$ cat config.mk
export PLATFORM = sky130hd
export DESIGN_NAME = ascr_regs
export DESIGN_NICKNAME = d
export VERILOG_FILES = /design/src/hw/ascr_pkg.sv /design/src/hw/ascr_regs.sv
export VERILOG_INCLUDE_DIRS = /design/src /design/src/hw
export SDC_FILE = /design/constraint.sdc
export NUM_CORES = 1
export LEC_CHECK = 0
export BUFFER_PORTS_ARGS = -buffer_cell sky130_fd_sc_hd__buf_2
export CAP_MARGIN = 20
export CELL_PAD_IN_SITES_DETAIL_PLACEMENT = 0
export CELL_PAD_IN_SITES_GLOBAL_PLACEMENT = 1
export CORE_MARGIN = 4
export CORE_UTILIZATION = 33
export CTS_CLUSTER_SIZE = 25
export DETAILED_ROUTE_END_ITERATION = 16
export PLACE_DENSITY_LB_ADDON = 0.1
export SLEW_MARGIN = 5
export SYNTH_ARGS = -nofsm -noshare
export SYNTH_HDL_FRONTEND = slang
export SYNTH_SLANG_ARGS = --single-unit
$ cat constraint.sdc
create_clock -name i_core_clk -period 2.4 [get_ports i_core_clk]
set_input_delay 0.48 -clock i_core_clk [delete_from_list [all_inputs] [get_ports i_core_clk]]
set_output_delay 0.48 -clock i_core_clk [all_outputs]
set_load 0.005 [all_outputs]
$ cat src/hw/ascr_map.svh
`ifndef ASCR_MAP_SVH
`define ASCR_MAP_SVH

// Register page and offsets on the digital interface
`define ASCR_PAGE              4'h2
`define ASCR_OFS_OUT_STAGE     8'h3B
`define ASCR_OFS_BRIDGE        8'h46
`define ASCR_OFS_PGAIN         8'h47

// Non-volatile mirror addresses
`define ASCR_NV_OUT_STAGE      32'h4000_0021
`define ASCR_NV_BRIDGE         32'h4000_0022
`define ASCR_NV_PGAIN          32'h4000_0023

// Field positions
`define ASCR_OS_GAIN_LSB       0
`define ASCR_OS_LOOP_BIT       3
`define ASCR_OS_CAP_BIT        4
`define ASCR_OS_PULLUP_BIT     5
`define ASCR_BR_VSEL_LSB       1
`define ASCR_PG_CODE_LSB       0
`define ASCR_PG_INV_BIT        7

// Writable bit masks
`define ASCR_OS_MASK           8'h3F
`define ASCR_BR_MASK           8'h06
`define ASCR_PG_MASK           8'h9F

// Reset values
`define ASCR_OS_RESET          8'h05
`define ASCR_BR_RESET          8'h00
`define ASCR_PG_RESET          8'h00

`endif

$ cat src/hw/ascr_pkg.sv
package ascr_pkg;
  typedef logic [7:0] ascr_byte_t;

  typedef enum logic [2:0] {
    ASCR_GAIN_OFF  = 3'b000,
    ASCR_GAIN_X10  = 3'b001,
    ASCR_GAIN_X4   = 3'b010,
    ASCR_GAIN_X2   = 3'b100,
    ASCR_GAIN_X667 = 3'b110
  } ascr_gain_t;

  typedef enum logic [1:0] {
    ASCR_VB_2V50 = 2'b00,
    ASCR_VB_2V00 = 2'b01,
    ASCR_VB_1V25 = 2'b10
  } ascr_vbridge_t;
endpackage

$ cat src/hw/ascr_regs.sv
`timescale 1ns/100ps
`include "ascr_map.svh"

// Function
// - Output stage register at page 2 offset 3B, gain resets 101, switches off.
// - Gain code decodes off, 10, 4, 2, 6.67 V/V; other codes reserved.
// - Bit 3 set closes the current-loop switch, enabling the 4-20 mA loop.
// - Bit 4 set closes the output capacitor switch.
// - Bit 5 set closes the amplifier input pull-up switch.
// - Bridge supply register at page 2 offset 46, voltage field resets 00.
// - Bits 2:1 choose bridge voltage 2.5, 2.0 or 1.25 V.
// - Pressure gain register at page 2 offset 47, resets to zero.
// - Bits 4:0 form the pressure channel gain code.
// - Bit 7 set inverts the pressure gain amplifier output.
module ascr_regs (
  input  wire logic                      i_core_clk,
  input  wire logic                      i_nrst,
  input  wire logic                      i_wr_en,
  input  wire logic                      i_rd_en,
  input  wire logic [3:0]                i_page,
  input  wire logic [7:0]                i_offset,
  input  wire ascr_pkg::ascr_byte_t      i_wdata,
  output ascr_pkg::ascr_byte_t           o_rdata,
  output logic                           o_rd_hit,
  output logic      [2:0]                o_gain_code,
  output logic                           o_gain_valid,
  output logic                           o_voltage_mode,
  output logic                           o_current_loop_enable,
  output logic                           o_output_cap_switch,
  output logic                           o_pullup_switch,
  output ascr_pkg::ascr_vbridge_t        o_bridge_voltage_select,
  output logic      [4:0]                o_pressure_gain_code,
  output logic                           o_pressure_polarity_invert
);
  import ascr_pkg::*;

  // ----------------------------------------------------------------
  // Address decode
  // ----------------------------------------------------------------
  function automatic logic [1:0] sel_of(input logic [3:0] pg,
                                        input logic [7:0] ofs);
    if (pg != `ASCR_PAGE) begin
      sel_of = 2'd0;
    end else if (ofs == `ASCR_OFS_OUT_STAGE) begin
      sel_of = 2'd1;
    end else if (ofs == `ASCR_OFS_BRIDGE) begin
      sel_of = 2'd2;
    end else if (ofs == `ASCR_OFS_PGAIN) begin
      sel_of = 2'd3;
    end else begin
      sel_of = 2'd0;
    end
  endfunction

  function automatic logic gain_ok(input logic [2:0] g);
    case (g)
      ASCR_GAIN_OFF, ASCR_GAIN_X10, ASCR_GAIN_X4,
      ASCR_GAIN_X2, ASCR_GAIN_X667: gain_ok = 1'b1;
      default:                      gain_ok = 1'b0;
    endcase
  endfunction

  // ----------------------------------------------------------------
  // Register storage
  // ----------------------------------------------------------------
  ascr_byte_t os_reg, os_next;
  ascr_byte_t br_reg, br_next;
  ascr_byte_t pg_reg, pg_next;
  ascr_byte_t rdata_reg, rdata_next;
  logic       rd_hit_reg, rd_hit_next;
  logic [1:0] wsel;
  logic [1:0] rsel;

  always_comb begin
    wsel    = sel_of(i_page, i_offset);
    rsel    = wsel;
    os_next = os_reg;
    br_next = br_reg;
    pg_next = pg_reg;
    // Masked writes keep unused bits at zero
    if (i_wr_en && wsel == 2'd1) begin
      os_next = i_wdata & `ASCR_OS_MASK;
    end
    if (i_wr_en && wsel == 2'd2) begin
      br_next = i_wdata & `ASCR_BR_MASK;
    end
    if (i_wr_en && wsel == 2'd3) begin
      pg_next = i_wdata & `ASCR_PG_MASK;
    end
    rdata_next  = 8'h00;
    rd_hit_next = 1'b0;
    // Unmapped reads answer zero with no hit
    if (i_rd_en) begin
      rd_hit_next = (rsel != 2'd0);
      case (rsel)
        2'd1:    rdata_next = os_reg;
        2'd2:    rdata_next = br_reg;
        2'd3:    rdata_next = pg_reg;
        default: rdata_next = 8'h00;
      endcase
    end
  end

  always_ff @(posedge i_core_clk) begin
    if (!i_nrst) begin
      os_reg     <= `ASCR_OS_RESET;
      br_reg     <= `ASCR_BR_RESET;
      pg_reg     <= `ASCR_PG_RESET;
      rdata_reg  <= 8'h00;
      rd_hit_reg <= 1'b0;
    end else begin
      os_reg     <= os_next;
      br_reg     <= br_next;
      pg_reg     <= pg_next;
      rdata_reg  <= rdata_next;
      rd_hit_reg <= rd_hit_next;
    end
  end

  // ----------------------------------------------------------------
  // Control outputs, registered
  // ----------------------------------------------------------------
  logic [2:0]    gain_reg, gain_next;
  logic          gvalid_reg, gvalid_next;
  logic          vmode_reg, vmode_next;
  logic          loop_reg, loop_next;
  logic          cap_reg, cap_next;
  logic          pull_reg, pull_next;
  ascr_vbridge_t vb_reg, vb_next;
  logic [4:0]    pcode_reg, pcode_next;
  logic          pinv_reg, pinv_next;

  always_comb begin
    gain_next   = os_next[`ASCR_OS_GAIN_LSB +: 3];
    // Reserved codes flagged so the stage stays in a safe state
    gvalid_next = gain_ok(gain_next);
    vmode_next  = gvalid_next && (gain_next != ASCR_GAIN_OFF);
    loop_next   = os_next[`ASCR_OS_LOOP_BIT];
    cap_next    = os_next[`ASCR_OS_CAP_BIT];
    pull_next   = os_next[`ASCR_OS_PULLUP_BIT];
    // Codes 10 and 11 both give the lowest supply
    if (br_next[`ASCR_BR_VSEL_LSB + 1]) begin
      vb_next = ASCR_VB_1V25;
    end else if (br_next[`ASCR_BR_VSEL_LSB]) begin
      vb_next = ASCR_VB_2V00;
    end else begin
      vb_next = ASCR_VB_2V50;
    end
    pcode_next  = pg_next[`ASCR_PG_CODE_LSB +: 5];
    pinv_next   = pg_next[`ASCR_PG_INV_BIT];
  end

  always_ff @(posedge i_core_clk) begin
    if (!i_nrst) begin
      gain_reg   <= 3'(`ASCR_OS_RESET);
      gvalid_reg <= 1'b0;
      vmode_reg  <= 1'b0;
      loop_reg   <= 1'b0;
      cap_reg    <= 1'b0;
      pull_reg   <= 1'b0;
      vb_reg     <= ASCR_VB_2V50;
      pcode_reg  <= 5'h00;
      pinv_reg   <= 1'b0;
    end else begin
      gain_reg   <= gain_next;
      gvalid_reg <= gvalid_next;
      vmode_reg  <= vmode_next;
      loop_reg   <= loop_next;
      cap_reg    <= cap_next;
      pull_reg   <= pull_next;
      vb_reg     <= vb_next;
      pcode_reg  <= pcode_next;
      pinv_reg   <= pinv_next;
    end
  end

  assign o_rdata                    = rdata_reg;
  assign o_rd_hit                   = rd_hit_reg;
  assign o_gain_code                = gain_reg;
  assign o_gain_valid               = gvalid_reg;
  assign o_voltage_mode             = vmode_reg;
  assign o_current_loop_enable      = loop_reg;
  assign o_output_cap_switch        = cap_reg;
  assign o_pullup_switch            = pull_reg;
  assign o_bridge_voltage_select    = vb_reg;
  assign o_pressure_gain_code       = pcode_reg;
  assign o_pressure_polarity_invert = pinv_reg;
endmodule

Word level (Yosys, flattened, before mapping). Index checks and enable logic that the tools add are counted.

Add/sub/neg operators: 0. Multiply operators: 0. Div/mod/pow operators: 0. Order comparisons: 0. Equality and inequality tests: 11. Shift-type cells: 0. Mux-type cells: 11. Bitwise operators: 1. Reduce and logical (&&, ||, !) cells: 10.

Operators by type and width (number): 8-bit case mux with 3 select lines (1); 8-bit by 7-bit == test with 1-bit output (second input constant) (2); 2-bit 2-to-1 mux (5); 8-bit by 6-bit == test with 1-bit output (second input constant) (1); 8-bit 2-to-1 mux (1); 3-bit == test (second input constant) (2); 6-bit 2-to-1 mux (1); 5-bit OR reduction (1); 2-bit == test (second input constant) (2); 1-bit logical AND (4); 4-bit by 2-bit != test with 1-bit output (second input constant) (1); 3-bit by 1-bit == test with 1-bit output (second input constant) (1); 3-bit by 2-bit == test with 1-bit output (second input constant) (1); 3-bit zero test (1); 3-bit 2-to-1 mux (1); 3-bit nonzero test (1); 2-bit by 1-bit == test with 1-bit output (second input constant) (1); 1-bit 2-to-1 mux (2); 2-bit AND reduction (1); 2-bit nonzero test (1); 2-bit OR reduction (1); 1-bit NOT (1).

Bits in registers: 39. Bits in latches: 0. Memory bits (writable): 0. Memory bits (read-only): 0. Input bits: 24. Output and inout port bits: 25. Word-level logic and storage cells: 48. Memories kept: 0.

Logic depth before layout (Yosys ltp).
Depth in word-level cells: 12. Gate-level depth with buffers: 6. Mapped depth without buffers: 4.

Worst setup path after synthesis. No wires, ideal clock.

Kind: input -> register. Start point: in i_page[0]. End point: reg os_reg[0]. Library setup time: 137 ps. Data arrival time: 1939 ps. Required time: 2263 ps. Slack: 324 ps. Stages: 6. Buffers on the path: 2. Cells stage by stage: or4b_4 or4_1 buf_2 buf_6 nand2_1 nand3_1.

Cells in the longest elaborated chain, start to end: 5.

RTL lines: from (decl) (line ascr_regs.sv:20) `input wire logic [3:0] i_page,`; 4-bit by 2-bit != test with 1-bit output (no source line); 2-bit 2-to-1 mux (line ascr_regs.sv:42) `` if (pg != `ASCR_PAGE) begin ``; 2-bit by 1-bit == test with 1-bit output (line ascr_regs.sv:81) `if (i_wr_en && wsel == 2'd1) begin`; 1-bit logical AND (line ascr_regs.sv:81); 6-bit 2-to-1 mux (line ascr_regs.sv:81); to (signal assigned) (line ascr_regs.sv:106) `` os_reg <= `ASCR_OS_RESET; ``; to (signal assigned) (line ascr_regs.sv:112) `os_reg <= os_next;`; to (decl) (line ascr_regs.sv:66) `ascr_byte_t os_reg, os_next;`.

Every way passes these cells. A chain may end at the register's enable or synchronous reset.

Worst setup path after layout.
Start point: in i_page[0]. End point: reg pg_reg[7].

Cells in the longest elaborated chain, start to end: 5.

RTL lines: 4-bit by 2-bit != test with 1-bit output (no source line); 2-bit 2-to-1 mux (line ascr_regs.sv:42); 2-bit == test (line ascr_regs.sv:87) `if (i_wr_en && wsel == 2'd3) begin`; 1-bit logical AND (line ascr_regs.sv:87); 8-bit 2-to-1 mux (line ascr_regs.sv:87); to (signal assigned) (line ascr_regs.sv:108) `` pg_reg <= `ASCR_PG_RESET; ``; to (signal assigned) (line ascr_regs.sv:114) `pg_reg <= pg_next;`; to (decl) (line ascr_regs.sv:68) `ascr_byte_t pg_reg, pg_next;`.

Every way passes these cells.

==> impl_metrics.prom <==
# TYPE chip_impl_metric gauge
chip_impl_info{name="grt_most_used_layer",value="met2"} 1
chip_impl_metric{name="post_cts_resize_count",unit=""} 0
chip_impl_info{name="ys_dominant_reg_cell",value="dfxtp_1"} 1
chip_impl_metric{name="worst_ir_drop_vdd",unit="mV"} 0.230
chip_impl_metric{name="die_width",unit="um"} 66.2
chip_impl_metric{name="avgRoutedWirePerCell",unit="um"} 12.5
chip_impl_metric{name="synth.lib_cells_used.distinct",unit=""} 35
chip_impl_metric{name="fin_worst_hold_slack",unit="ps"} 392
chip_impl_metric{name="power_density",unit="nW/um^2"} 458
chip_impl_metric{name="clock_transition_at_the_registers_of_the_reported_paths",unit="ps"} 130
chip_impl_info{name="worst_hold_path_type",value="primary input to flop"} 1
chip_impl_metric{name="layout_min_cycle_time",unit="ps"} 2000
chip_impl_metric{name="sequential_to_total_area_share_from_yosys_stat",unit="%"} 44.7
chip_impl_metric{name="synth_cells",unit=""} 123
chip_impl_metric{name="maxCapViolCount",unit=""} 0
chip_impl_metric{name="mappedNetlistNets",unit=""} 147
chip_impl_metric{name="postSynthAreaPerCell",unit="sq um"} 9.09
chip_impl_metric{name="cts_htree_levels",unit=""} 1
chip_impl_metric{name="initial_utilization",unit="%"} 35.5
chip_impl_metric{name="synth_seq_cells",unit=""} 25
chip_impl_metric{name="track_usage",unit="%"} 12.6
chip_impl_metric{name="pin_count_of_the_biggest_net_entering_global_routing",unit=""} 28
chip_impl_metric{name="internal-power",unit="uW"} 500
chip_impl_metric{name="n_antenna_cell",unit=""} 0
chip_impl_metric{name="area_growth",unit="%"} 26.4
chip_impl_metric{name="cts_inserted_buffers",unit=""} 3
chip_impl_metric{name="design.portCount",unit=""} 49
chip_impl_info{name="final_cell_mix",value="46 x buf_2, 25 x dfxtp_1, 15 x nand2_1"} 1
chip_impl_metric{name="setup_tns",unit="ps"} 0
chip_impl_metric{name="biggest_cell_delay_along_the_critical_path",unit="ps"} 770
chip_impl_metric{name="hpwl",unit="um"} 2090
chip_impl_info{name="cts.root.buffer_cell",value="clkbuf_4"} 1
chip_impl_info{name="timing_worst_setup_path_type",value="primary input to flop"} 1
chip_impl_info{name="critical_path.cell_chain",value="buf_2 -> or4b_4 -> or4_1 -> mux2i_1 -> nor2b_1"} 1
chip_impl_metric{name="slew_violations",unit=""} 0
chip_impl_metric{name="synth_edf_count",unit=""} 0
chip_impl_metric{name="clock.fmax",unit="GHz"} 0.500
chip_impl_info{name="path_delay_family",value="simple AND/OR/NAND/NOR gates"} 1
chip_impl_metric{name="vias_per_cell",unit=""} 4.78
chip_impl_metric{name="globalRouteOverflowTotal",unit=""} 0
chip_impl_metric{name="num-nets-final",unit=""} 194
chip_impl_metric{name="dr_total_vias",unit=""} 1019
chip_impl_metric{name="largest_register_ffs",unit=""} 7
chip_impl_metric{name="switching_share",unit="%"} 22.9
chip_impl_metric{name="hold_buffers",unit=""} 0
chip_impl_metric{name="ctsLongestPathBuffers",unit=""} 2
chip_impl_metric{name="cts.sinks",unit=""} 25
chip_impl_metric{name="yosysWarningCount",unit=""} 0
chip_impl_metric{name="part_of_the_total_power_dissipated_in_combinational_logic",unit="%"} 7.9
chip_impl_metric{name="worst_slew_pin_slew",unit="ps"} 654
chip_impl_info{name="outcome",value="finished, final reports clean"} 1
chip_impl_metric{name="core.rowCount",unit=""} 20
chip_impl_metric{name="final_min_period_over_clock_period",unit="%"} 83.4
chip_impl_metric{name="drive_above_1_share",unit="%"} 37.3
chip_impl_info{name="grt_setup_unrepaired",value="false"} 1
chip_impl_metric{name="dieArea",unit="sq um"} 4390
chip_impl_metric{name="timing.final.hold_violations",unit=""} 0
chip_impl_metric{name="critical_path.max_fanout",unit=""} 6
chip_impl_metric{name="grt_use_met3",unit="%"} 4.08
chip_impl_metric{name="power_frac_clock",unit="%"} 28.1
chip_impl_metric{name="core-area",unit="sq um"} 3150
chip_impl_metric{name="wirelength_routed",unit="um"} 2660
chip_impl_info{name="crit_path_start_kind",value="primary input"} 1
chip_impl_metric{name="critical_path.n_buffers_inverters",unit=""} 1
chip_impl_metric{name="globalplace.congestion",unit=""} 0.768
chip_impl_info{name="critPathSlowestCell",value="or4_1"} 1
chip_impl_metric{name="grt_util_met1",unit="%"} 16.8
chip_impl_metric{name="finClkSkew",unit="ps"} 4.59
chip_impl_metric{name="critical_path_arrival",unit="ps"} 2220
chip_impl_metric{name="postSynth.asyncResetShare",unit="%"} 0
chip_impl_metric{name="drt.antenna.violating_nets",unit=""} 0
chip_impl_metric{name="die_height",unit="um"} 66.2
chip_impl_metric{name="later_pin_clock_latency_in_the_skew_report",unit="ps"} 310
chip_impl_metric{name="first_global_vias",unit=""} 942
chip_impl_metric{name="max_slew_headroom",unit="%"} 55.8
chip_impl_info{name="setup.worst_path.end_class",value="flop"} 1
chip_impl_metric{name="port_buffer_count",unit=""} 46
chip_impl_metric{name="antenna_violations_before_repair",unit=""} 0
chip_impl_metric{name="mappedNetlistArea",unit="sq um"} 1120
chip_impl_metric{name="grt_util_met2",unit="%"} 19.8
chip_impl_metric{name="drc_errors",unit=""} 0
chip_impl_metric{name="cts_post_setup_buffers_inserted",unit=""} 0
chip_impl_metric{name="grt_pass1_wl",unit="um"} 4340
chip_impl_info{name="final_common_cell",value="buf_2"} 1
chip_impl_metric{name="report.final.setup_viol",unit=""} 0
chip_impl_metric{name="worst-endpoint-required",unit="ps"} 2620
chip_impl_metric{name="power_frac_seq",unit="%"} 64.0
chip_impl_metric{name="drt_iter0_drc",unit=""} 34
chip_impl_metric{name="drt_pass1_iterations",unit=""} 4
chip_impl_metric{name="net-switching-power",unit="uW"} 148
chip_impl_metric{name="power.leakage",unit="nW"} 0.691
chip_impl_info{name="tritoncts",value="yes"} 1
[cell usage after synthesis (2+ instances only)]
cell       n  area, sq um
a22oi_1    3         22.5
a31oi_1    2         12.5
and4_1     2         17.5
buf_2      2         10.0
buf_4      2         15.0
clkbuf_1   2         7.51
dfxtp_1   25          500
inv_1      3         11.3
mux2i_1    8         80.1
nand2_1   15         56.3
nand2b_1   2         12.5
nand3_1   12         60.1
nand4_1    2         12.5
nor2_1     8         30.0
nor2b_1    6         37.5
nor3_1     2         10.0
o21ai_0    3         15.0
o21ai_2    5         43.8
or3_1      2         12.5
or4_1      2         15.0
[through the flow]
stage | power (mW) | instances | setup WS (ps) | cell area (sq um) | util [%]
global placement | 0.475 | 209 | 81.6 | 1390 | 44.0
floorplan | 0.448 | 123 | 324 | 1120 | -
global route | 0.689 | 213 | 385 | 1410 | 44.8
CTS | 0.659 | 213 | 422 | 1410 | 44.8
detailed placement | 0.476 | 209 | 77.8 | 1390 | 44.0
finish | 0.648 | 213 | 398 | 1410 | 44.8
[worst register-to-register path, delay by kind of cell, from the launching register on]
family | cells | cell delay (ps)
simple gates | 1 | 380
compound gates | 1 | 250
flops | 1 | 380
[power by group through the flow]
stage	Sequential (mW)	Combinational, mW	Clock (mW)
final	0.415	0.0513	0.182
after detailed placement	0.424	0.0516	0
after floorplan	0.424	0.0242	0
after CTS	0.415	0.0518	0.192
after global placement	0.424	0.0505	0
after global routing	0.415	0.0585	0.215
[layout make-up]
| cell class | instances | area, sq um |
|---|---|---|
| fill | 341 | 1740 |
| clock buffer | 3 | 22.5 |
| tap | 44 | 55.1 |
| inverter | 3 | 11.3 |
| timing repair buffer | 50 | 260 |
| sequential | 25 | 500 |
| clock inverter | 1 | 5.00 |
| multi-input combinational | 87 | 559 |
[per-layer routing]
metal  share of wire (%)  routed length [um]  vias up
met5                   0                   0        -
met4                0.38                  10        0
met3                 6.9                 185        2
met2                  44                1180       32
met1                  48                1290      457
li1                    -                   -      528
[worst paths after layout]
path / startpoint / to / slack (ps) / depth (start not counted)
setup reg to reg: os_reg[2] / o_voltage_mode / 1310 / 2
hold reg to reg: os_reg[4] / os_reg[4] / 500 / 2
setup / recovery: i_page[0] / pg_reg[7] / 400 / 5
hold / removal: i_wdata[5] / os_reg[5] / 390 / 3
[cells by family (layout without fill, tap and decap cells)]
| group | Yosys count | after routing | share of synthesized area [%] |
|---|---|---|---|
| buf+inv | 11 | 57 | 5.26 |
| compound gates | 14 | 14 | 9.28 |
| flops | 25 | 25 | 44.7 |
| mux | 9 | 9 | 8.17 |
| other cells | 1 | 1 | 0.335 |
| simple gates | 63 | 63 | 32.2 |
Note: power is estimated with default switching activity, not from simulation.
